File: src/hdl/fp_control_status_defines.vh
// bit positions, field widths and fixed values of the fp control and status register
`ifndef FP_CONTROL_STATUS_DEFINES_VH
`define FP_CONTROL_STATUS_DEFINES_VH
`define FCS_REG_NUM 5'h1f
`define FCS_COP_NUM 2'h1
`define FCS_CC_HI_MSB 31
`define FCS_CC_HI_LSB 25
`define FCS_FTZ_BIT 24
`define FCS_CC_LO_BIT 23
`define FCS_OVR_BIT 22
`define FCS_NEAR_BIT 21
`define FCS_FMA_BIT 20
`define FCS_ABS_BIT 19
`define FCS_NAN_BIT 18
`define FCS_CAUSE_MSB 17
`define FCS_CAUSE_LSB 12
`define FCS_UNIMP_BIT 17
`define FCS_EN_MSB 11
`define FCS_EN_LSB 7
`define FCS_FLAG_MSB 6
`define FCS_FLAG_LSB 2
`define FCS_RND_MSB 1
`define FCS_RND_LSB 0
`define FCS_FMA_VAL 1'h0
`define FCS_ABS_VAL 1'h1
`define FCS_NAN_VAL 1'h1
`define FCS_CODE_COUNT 8
`define FCS_RST_CODES 8'h00
`define FCS_RST_CTL 1'h0
`define FCS_RST_EN 5'h00
`define FCS_RST_FLAGS 5'h00
`define FCS_RST_CAUSE 6'h00
`define FCS_RST_READ 32'h00000000
`define FCS_RST_TRAP 1'h1
`define RND_NEAREST 2'h0
`define RND_ZERO 2'h1
`define RND_PLUS 2'h2
`define RND_MINUS 2'h3
`define TINY_TRAP 2'h0
`define TINY_FLUSH 2'h1
`define TINY_NEAREST 2'h2
`define TINY_KEEP 2'h3
`endif

File: src/hdl/fp_tiny_policy.v
// decodes flush controls and rounding mode into denormal and tiny-result handling
`timescale 1ns/1ps
`include "fp_control_status_defines.vh"
module fp_tiny_policy (
	input wire flushToZeroCtl,
	input wire flushOverride,
	input wire flushNearestCtl,
	input wire [1:0] roundSelect,
	output reg [1:0] tinyMode,
	output reg flushToMax,
	output wire denormTrap
);
	// RULE4: trap on denormals
	assign denormTrap = ~flushToZeroCtl;
	always @* begin
		tinyMode = `TINY_TRAP;
		flushToMax = 1'h0;
		// RULE5: override keeps exponent
		if (flushOverride) begin
			tinyMode = `TINY_KEEP;
		// RULE7: nearest flush
		end else if (flushNearestCtl && roundSelect == `RND_NEAREST) begin
			tinyMode = `TINY_NEAREST;
		// RULE6: else flush if flush_to_zero or nearest flush set
		end else if (flushNearestCtl || flushToZeroCtl) begin
			tinyMode = `TINY_FLUSH;
			// RULE3: direction picks smallest normal
			flushToMax = (roundSelect == `RND_PLUS) || (roundSelect == `RND_MINUS);
		end
	end
endmodule

File: src/hdl/fp_control_status_reg.v
// floating point control and status register, coprocessor 1 register 31
// Overview of operation
// RULE1: 32-bit control/status register reached as coprocessor 1 register 31.
// RULE2: eight compare codes at bit 23 and 31..25, tested by branches and moves.
// RULE3: flush_to_zero set flushes denormal inputs and tiny results by rounding mode.
// RULE4: flush_to_zero clear makes denormal inputs raise unimplemented-operation.
// RULE5: flush_override set keeps tiny intermediates, no forcing, no exception.
// RULE6: override or nearest clear leaves tiny handling to flush_to_zero; the code needs both clear, since nearest set flushes outside nearest mode.
// RULE7: nearest flush picks closer of zero/smallest normal in nearest mode.
// RULE8: bit 20 reads 0; multiply-add is unfused.
// RULE9: bit 19 reads 1; abs and negate pass quiet NaN untrapped.
// RULE10: bit 18 reads 1; quiet NaN has fraction MSB 1.
// RULE11: cause bits 17..12 show last arithmetic exceptions; bit 17 unimplemented.
// RULE12: enables 11..7, flags 6..2, round_select 1..0 writable, power-on undefined.
// RULE13: round_select 0 nearest, 1 zero, 2 plus infinity, 3 minus infinity.
`timescale 1ns/1ps
`include "fp_control_status_defines.vh"
module fp_control_status_reg (
	input wire clk,
	input wire reset,
	input wire cpWrEn,
	input wire [1:0] cpNum,
	input wire [4:0] cpReg,
	input wire [31:0] cpWrData,
	output reg [31:0] cpRdData,
	input wire cmpValid,
	input wire [2:0] cmpIdx,
	input wire cmpResult,
	input wire [2:0] ccSel,
	output reg ccTest,
	input wire arithDone,
	input wire [5:0] arithCause,
	input wire arithDenormIn,
	output reg [7:0] fpCompareCodes,
	output reg flushToZeroCtl,
	output reg flushOverride,
	output reg flushNearestCtl,
	output reg [1:0] roundSelect,
	output reg [4:0] excEnable,
	output reg [4:0] excFlags,
	output reg [5:0] excCause,
	output reg [1:0] tinyMode,
	output reg flushToMax,
	output reg denormTrap
);
	wire sel;
	wire wrHit;
	wire [7:0] cmpHit;
	wire [7:0] writtenCodes;
	wire [7:0] fpCompareCodes_nxt;
	wire [1:0] tinyMode_nxt;
	wire flushToMax_nxt;
	wire denormTrap_nxt;
	reg flushToZeroCtl_nxt;
	reg flushOverride_nxt;
	reg flushNearestCtl_nxt;
	reg [1:0] roundSelect_nxt;
	reg [4:0] excEnable_nxt;
	reg [4:0] excFlags_nxt;
	reg [5:0] excCause_nxt;
	reg [5:0] cause_nxt;
	reg [31:0] regValue;
	reg [31:0] cpRdData_nxt;
	reg ccTest_nxt;
	genvar k;

	// RULE1: decode cop1 reg 31
	assign sel = (cpNum == `FCS_COP_NUM) && (cpReg == `FCS_REG_NUM);
	assign wrHit = cpWrEn && sel;

	// RULE2: one-hot compare target
	assign cmpHit = cmpValid ? (8'h01 << cmpIdx) : 8'h00;
	// RULE2: codes split around bit 24
	assign writtenCodes = {cpWrData[`FCS_CC_HI_MSB:`FCS_CC_HI_LSB],
		cpWrData[`FCS_CC_LO_BIT]};

	// a compare beats a same-cycle write, but only for the code it targets
	generate
		for (k = 0; k < `FCS_CODE_COUNT; k = k + 1) begin : codeSlice
			// RULE2: capture compare outcome
			assign fpCompareCodes_nxt[k] = cmpHit[k] ? cmpResult :
				(wrHit ? writtenCodes[k] : fpCompareCodes[k]);
		end
	endgenerate

	// RULE12: software write of control fields
	always @* begin
		flushToZeroCtl_nxt = flushToZeroCtl;
		flushOverride_nxt = flushOverride;
		flushNearestCtl_nxt = flushNearestCtl;
		excEnable_nxt = excEnable;
		roundSelect_nxt = roundSelect;
		if (wrHit) begin
			flushToZeroCtl_nxt = cpWrData[`FCS_FTZ_BIT];
			flushOverride_nxt = cpWrData[`FCS_OVR_BIT];
			flushNearestCtl_nxt = cpWrData[`FCS_NEAR_BIT];
			excEnable_nxt = cpWrData[`FCS_EN_MSB:`FCS_EN_LSB];
			// RULE13: mode encoding stored as written
			roundSelect_nxt = cpWrData[`FCS_RND_MSB:`FCS_RND_LSB];
		end
	end

	// RULE11: unimplemented bit on denormal trap
	always @* begin
		cause_nxt = arithCause;
		cause_nxt[`FCS_UNIMP_BIT - `FCS_CAUSE_LSB] = arithCause[5] |
			(arithDenormIn & ~flushToZeroCtl);
	end

	// RULE11: cause replaced per instruction; flags only gain bits from it
	always @* begin
		excCause_nxt = excCause;
		excFlags_nxt = excFlags;
		if (wrHit) begin
			excCause_nxt = cpWrData[`FCS_CAUSE_MSB:`FCS_CAUSE_LSB];
			excFlags_nxt = cpWrData[`FCS_FLAG_MSB:`FCS_FLAG_LSB];
		end
		// set beats a clearing write in the same cycle
		if (arithDone) begin
			excCause_nxt = cause_nxt;
			excFlags_nxt = excFlags_nxt | cause_nxt[4:0];
		end
	end

	always @* begin
		regValue = 32'h00000000;
		// RULE2: codes split around bit 24
		regValue[`FCS_CC_HI_MSB:`FCS_CC_HI_LSB] = fpCompareCodes[7:1];
		regValue[`FCS_CC_LO_BIT] = fpCompareCodes[0];
		regValue[`FCS_FTZ_BIT] = flushToZeroCtl;
		regValue[`FCS_OVR_BIT] = flushOverride;
		regValue[`FCS_NEAR_BIT] = flushNearestCtl;
		// RULE8: unfused, reads 0
		regValue[`FCS_FMA_BIT] = `FCS_FMA_VAL;
		// RULE9: abs/neg 2008 style
		regValue[`FCS_ABS_BIT] = `FCS_ABS_VAL;
		// RULE10: 2008 nan encoding
		regValue[`FCS_NAN_BIT] = `FCS_NAN_VAL;
		regValue[`FCS_CAUSE_MSB:`FCS_CAUSE_LSB] = excCause;
		regValue[`FCS_EN_MSB:`FCS_EN_LSB] = excEnable;
		regValue[`FCS_FLAG_MSB:`FCS_FLAG_LSB] = excFlags;
		regValue[`FCS_RND_MSB:`FCS_RND_LSB] = roundSelect;
	end

	// unselected reads give zero so a stray move leaks nothing
	always @* begin
		cpRdData_nxt = `FCS_RST_READ;
		if (sel)
			cpRdData_nxt = regValue;
	end

	// RULE2: branch test of selected code
	always @* begin
		ccTest_nxt = fpCompareCodes[ccSel];
	end

	fp_tiny_policy i_fp_tiny_policy (
		.flushToZeroCtl(flushToZeroCtl),
		.flushOverride(flushOverride),
		.flushNearestCtl(flushNearestCtl),
		.roundSelect(roundSelect),
		.tinyMode(tinyMode_nxt),
		.flushToMax(flushToMax_nxt),
		.denormTrap(denormTrap_nxt)
	);

	// power-on value is undefined; reset clears so simulation is deterministic
	always @(posedge clk) begin
		if (reset) begin
			fpCompareCodes <= `FCS_RST_CODES;
		end else begin
			fpCompareCodes <= fpCompareCodes_nxt;
		end
	end

	always @(posedge clk) begin
		if (reset) begin
			flushToZeroCtl <= `FCS_RST_CTL;
		end else begin
			flushToZeroCtl <= flushToZeroCtl_nxt;
		end
	end

	always @(posedge clk) begin
		if (reset) begin
			flushOverride <= `FCS_RST_CTL;
		end else begin
			flushOverride <= flushOverride_nxt;
		end
	end

	always @(posedge clk) begin
		if (reset) begin
			flushNearestCtl <= `FCS_RST_CTL;
		end else begin
			flushNearestCtl <= flushNearestCtl_nxt;
		end
	end

	always @(posedge clk) begin
		if (reset) begin
			roundSelect <= `RND_NEAREST;
		end else begin
			roundSelect <= roundSelect_nxt;
		end
	end

	always @(posedge clk) begin
		if (reset) begin
			excEnable <= `FCS_RST_EN;
		end else begin
			excEnable <= excEnable_nxt;
		end
	end

	always @(posedge clk) begin
		if (reset) begin
			excFlags <= `FCS_RST_FLAGS;
		end else begin
			excFlags <= excFlags_nxt;
		end
	end

	always @(posedge clk) begin
		if (reset) begin
			excCause <= `FCS_RST_CAUSE;
		end else begin
			excCause <= excCause_nxt;
		end
	end

	// read image and branch test are registered, one cycle behind the request
	always @(posedge clk) begin
		if (reset) begin
			cpRdData <= `FCS_RST_READ;
			ccTest <= `FCS_RST_CTL;
		end else begin
			cpRdData <= cpRdData_nxt;
			ccTest <= ccTest_nxt;
		end
	end

	// policy outputs lag the fields by one cycle; registered for clean levels
	always @(posedge clk) begin
		if (reset) begin
			tinyMode <= `TINY_TRAP;
			flushToMax <= `FCS_RST_CTL;
			denormTrap <= `FCS_RST_TRAP;
		end else begin
			tinyMode <= tinyMode_nxt;
			flushToMax <= flushToMax_nxt;
			denormTrap <= denormTrap_nxt;
		end
	end
endmodule

File: config.mk
export PLATFORM = sky130hd
export DESIGN_NAME = fp_control_status_reg
export DESIGN_NICKNAME = d
export VERILOG_FILES = /design/src/hdl/fp_tiny_policy.v /design/src/hdl/fp_control_status_reg.v
export VERILOG_INCLUDE_DIRS = /design/src /design/src/hdl
export SDC_FILE = /design/constraint.sdc
export NUM_CORES = 1
export LEC_CHECK = 0
export ABC_CLOCK_PERIOD_IN_PS = 1600
export BUFFER_PORTS_ARGS = -buffer_cell sky130_fd_sc_hd__buf_4
export CAP_MARGIN = 10
export CORE_UTILIZATION = 46
export CTS_BUF_LIST = sky130_fd_sc_hd__clkbuf_8 sky130_fd_sc_hd__clkbuf_16
export CTS_CLUSTER_DIAMETER = 60
export DETAILED_ROUTE_END_ITERATION = 7
export PLACE_DENSITY_LB_ADDON = 0.08
export SETUP_SLACK_MARGIN = 0.02
export SYNTH_ARGS = -nofsm -noshare
export SYNTH_HDL_FRONTEND = slang
export SYNTH_SLANG_ARGS = --single-unit
export TNS_END_PERCENT = 20
File: constraint.sdc
create_clock -name clk -period 1.6 [get_ports clk]
set_input_delay 0.48 -clock clk [delete_from_list [all_inputs] [get_ports clk]]
set_output_delay 0.48 -clock clk [all_outputs]
set_load 0.03 [all_outputs]
After elaboration in Yosys (flattened, before gate mapping) --
Index checks and enable logic that the tools add are counted.
Storage, ports and cells: register bits 66, bits of input ports 58, output and inout port bits 66, word-level logic and storage cells 77
Operators by class: magnitude comparators 1, equality and inequality tests 4, shifts and indexed selects 1, muxes and demuxes 27, bitwise gates (word level) 6, reductions and logical operators 17
Operators with widths (number):
- 20-bit two-way mux | 1
- 1-bit two-way mux | 18
- 2-bit nonzero test | 9
- 6-bit two-way mux | 2
- 5-bit two-way mux | 2
- 8-bit two-way mux | 1
- 1-bit by 3-bit << shifter with 8-bit output (first input constant) | 1
- 5-bit == test (second input constant) | 1
- 5-bit OR | 1
- 2-bit == test (second input constant) | 2
- 3-bit by 4-bit < comparator with 1-bit output (second input constant) | 1
- 2-bit two-way mux | 2
- 4-bit OR reduction | 1
- 1-bit binary-select mux with 3-bit select | 1
- 1-bit logical AND | 3
- 1-bit inverter | 3
- 2-bit by 1-bit == test with 1-bit output (second input constant) | 1
- 2-bit zero test | 1
- 1-bit logical OR | 2
- 2-bit OR reduction | 1
- 1-bit bitwise AND | 1
- 1-bit OR | 1

Longest topological paths before layout --
depth in word-level cells 6, mapped depth 5, gate-level depth less buffers 3

Modules after synthesis --
Synthesis repeated with hierarchy kept, for this count alone.
Second synthesis, totals: cell total of the unflattened synthesis 256, area, all modules 2608.8 um^2
By module, submodules not included:
- fp_control_status_reg | times used 1, cells an instance 250, area each 2567.5 um^2, sequential area each 1281.2 um^2
- fp_tiny_policy | times used 1, cells an instance 6, area each 41.3 um^2, sequential area each 0.0 um^2

Worst setup path after synthesis --
Ideal clock, no wire load.
path type input -> register, from input cpNum[1], to register excCause[3], setup time 0.100 ns, arrival time 1.300 ns, data required time 1.500 ns, slack 0.201 ns, stages 4, path buffers 1, path through and4b_1 -> buf_6 -> a211oi_2 -> a2111oi_4
On the way: cells in the longest elaborated chain, start to end 4
RTL lines:
- start, declared | RTL line fp_control_status_reg.v:22 | input wire [1:0] cpNum,
- 2-bit by 1-bit == test with 1-bit output (no source line)
- 1-bit logical AND | RTL line fp_control_status_reg.v:68 | assign sel = (cpNum == `FCS_COP_NUM) && (cpReg == `FCS_REG_NUM);
- 1-bit logical AND | RTL line fp_control_status_reg.v:69 | assign wrHit = cpWrEn && sel;
- 2-bit nonzero test (no source line)
- end signal, assigned | RTL line fp_control_status_reg.v:226 | excCause <= `FCS_RST_CAUSE;
- end signal, assigned | RTL line fp_control_status_reg.v:228 | excCause <= excCause_nxt;
- end, declared | RTL line fp_control_status_reg.v:41 | output reg [5:0] excCause,
Every way passes these cells. A chain may end at the register's enable or synchronous reset.

Final worst setup path --
from register flushOverride, to output flushOverride
RTL lines:
- start, declared | RTL line fp_control_status_reg.v:36 | output reg flushOverride,
- start signal, assigned | RTL line fp_control_status_reg.v:186 | flushOverride <= `FCS_RST_CTL;
- start signal, assigned | RTL line fp_control_status_reg.v:188 | flushOverride <= flushOverride_nxt;
No word-level cell between the ends.

==> summary.txt <==
Timing
  – Final hold vios: 0
  – Fmax achieved: 0.699 GHz
  – Clock Skew: 9.12 ps
  – RSZ-0062 raised after global routing: false
  – Minimum clock period: 1430 ps
  – Slew margin rel.: 66.1%
  – Setup TNS: 0 ps
  – PnR worst setup slack: 170 ps
  – Worst slew pin tran: roughly 510 ps
  – # setup viols final: 0
  – Final Cycle Share: 89.4%
  – Slew Viols, Final: 0

Clock network
  – Clk sinks: 64
  – Clock buffer depth: 2
  – Hold-fix buffers at CTS: 0
  – Clk_lat worst skew: 340 ps
  – TritonCTS clock tree: built
  – Clock-pin slew on the worst setup and hold paths: around 70 ps
  – CTS Buf Count: 9
  – Clk root buf: clkbuf_8
  – Setup bufs post-CTS: 0
  – CTS-repair resized insts: 0
  – Max H-tree Level: 3

GRT
  – Via count of the first global-routing pass: 2217
  – Pin count of the biggest net entering global routing: 29
  – Initial antenna violation count: 0
  – GRT Residual Overflow: 0
  – First-pass GRT wire length: 10.9 mm
  – GRT Overall Usage: 23.3%

Yosys
  – Post-Synthesis Cells: 260
  – Synth top area share: 48.7%
  – Mapped Nets: 318
  – Yosys warns: 0
  – Async S/R FF share, synth: 0%
  – Largest cells by area after synthesis: dfxtp_1 49%, and2_1 6.7%, a211oi_1 4.6%
  – Ys flop type: dfxtp_1
  – EDFF count, synth: 0
  – Synthesized area: 0.00263 mm²
  – Post-synth top cells: 64 x dfxtp_1, 28 x and2_1, 23 x a21oi_1
  – Post-synthesis cell type count: 46
  – Post-synthesis sequential area ratio: between 40% and 50%
  – Most frequent cell after synthesis: dfxtp_1
  – Mean Syn Cell Area: 10.1 µm²
  – Synth area leader: dfxtp_1
  – Register bit count reported by yosys: 64

Critical path
  – Startpoint types: flip-flop
  – Critical path buffer and inverter count: 1
  – Worst R2R Start: fpCompareCodes[7]$_SDFFE_PP0P_
  – Crit path cell chain: buf_4
  – Critical Path Sink Type: output pin
  – CP max stage delay: ~420 ps
  – CP Launch Point: flushOverride$_SDFFE_PP0P_
  – Worst Path Max Fanout: 6
  – Worst path depth: 1
  – Worst path arrival time: 950 ps
  – Worst R2R Path Depth: 3
  – Crit Path Category: flip-flop to output pin
  – Register-to-register setup slack: 530 ps
  – Cell family with most CP delay: flip-flops
  – Worst Path Required: 1120 ps
  – Critical Path Slowest Stage Cell: dfxtp_1
  – Worst setup path endpoint: flushOverride
  – Reg2reg end: ccTest$_SDFF_PP0_

Placed design
  – Dpl cells: 438
  – Hpwl dp: 4.76 mm
  – Pre-CTS WS: around 17 ps
  – IO Port Bufs: around 120
  – RD Place Congestion: around 0.85

Die
  – Core area: between 0.005 and 0.006 mm²
  – Placement Rows: 27
  – IO Pins: 124
  – Die X: 77.7 µm
  – Initial Util: approximately 48%
  – Die footprint: 0.00603 mm²
  – Die height: 77.7 µm

Flow run
  – Max Cap Viol: 0

Power
  – Peak supply drop: roughly 720 µV
  – Pleak: about 0.0017 µW
  – PD cells: 946 mW/mm²
  – Total power: approximately 3600 µW

Route
  – Average wire per standard cell: between 10 and 15 µm
  – Final wirelength: 6.79 mm
  – Vias/cell: 5.30
  – Initial drt markers: 94
  – Detailed-route via count: approximately 2400
  – Drt pass-1 iters: 6
  – Drt drc: 0
  – Antenna Nets Post-Route: 0

Cells and area
  – Ant. Diodes: 0
  – Area growth syn-to-layout: 44.2%
  – Layout cells sized above 1: roughly 43%
  – Fin cells: approximately 450
  – Nets: 435
  – Filler instances: around 470

Run status
  – Status: complete, no violations

Min path
  – Tightest Hold Check Type: primary input to flip-flop
## cells in the final DEF, fill, tap and decap left out, types with 2 or more instances in the layout
| cell | n |
|---|---|
| buf_12 | 2 |
| nor3_1 | 2 |
| a21o_1 | 5 |
| nor2b_1 | 6 |
| nor2_1 | 16 |
| nor4_1 | 7 |
| bufinv_16 | 2 |
| and4bb_2 | 3 |
| o21ai_0 | 10 |
| clkbuf_8 | 11 |
| nand3_1 | 11 |
| a2111oi_4 | 2 |
| a31o_2 | 4 |
| a211oi_1 | 16 |
| mux2i_1 | 2 |
| nand2_1 | 2 |
| dfxtp_1 | 64 |
| o31ai_1 | 5 |
| a211oi_2 | 2 |
| and4b_1 | 4 |
| a21oi_1 | 23 |
| and2_1 | 28 |
| a2111oi_2 | 3 |
| buf_4 | 126 |
| inv_1 | 4 |
## logic make-up after synthesis
| logic type | synth area share, % |
|---|---|
| buf+inv | 5.66 |
| other cells | 0.142 |
| compound gates | 21.4 |
| mux | 2.04 |
| simple gates | 22.1 |
| flops | 48.7 |
## sequential cells by signal, summed over array words and instances, names as in the netlist, 2 cells and up
signal          cells
cpRdData           30
excCause            6
fpCompareCodes      8
excFlags            5
tinyMode            2
excEnable           5
roundSelect         2
## layout make-up
cell class,instances,area (µm²),area share [%]
clock inverters,4,68.8,1.81
clock buffers,11,151,3.99
repair buffers,128,986,26.0
well taps,72,90.1,2.37
flip-flops and latches,64,1280,33.8
multi-input cells,170,1200,31.7
inverters,4,15.0,0.396
## metal layers
metal | routed length [µm] | track usage (%) | vias to the layer above | part of all wire (%)
met3 | 420 | 7.18 | 8 | 6.2
met5 | 0 | 0 | - | 0
li1 | - | - | 1175 | -
met2 | 3250 | 37.9 | 89 | 48
met4 | 84 | 7.36 | 0 | 1.2
met1 | 3030 | 29.5 | 1130 | 45
## report_power, final
| part | internal, µW | switching, µW | total (µW) |
|---|---|---|---|
| logic | 201 | 217 | 418 |
| clock network | 945 | 579 | 1520 |
| registers | 1620 | 24.6 | 1650 |
| total | 2770 | 820 | 3590 |
## metrics by stage
stage,util (%),instance area [µm²],hold WS [ps]
6_report,68.9,3790,367
5_1_grt,68.9,3790,369
4_1_cts,68.9,3790,357
3_5_place_dp,64.9,3570,435
3_3_place_gp,64.9,3570,441
2_1_floorplan,-,2630,536
## worst min path at each step
stage	startpoint	to	slack, ps	cells past startpoint
2_1_floorplan	flushToZeroCtl$_SDFFE_PP0P_	denormTrap$_SDFF_PP1_	540	1
3_3_place_gp	flushToZeroCtl$_SDFFE_PP0P_	denormTrap$_SDFF_PP1_	440	1
3_5_place_dp	flushToZeroCtl$_SDFFE_PP0P_	denormTrap$_SDFF_PP1_	430	1
4_1_cts	ccSel[1]	ccTest$_SDFF_PP0_	360	2
5_1_grt	ccSel[1]	ccTest$_SDFF_PP0_	370	2
6_report	ccSel[1]	ccTest$_SDFF_PP0_	370	2
(Power assumes the default switching activity.)
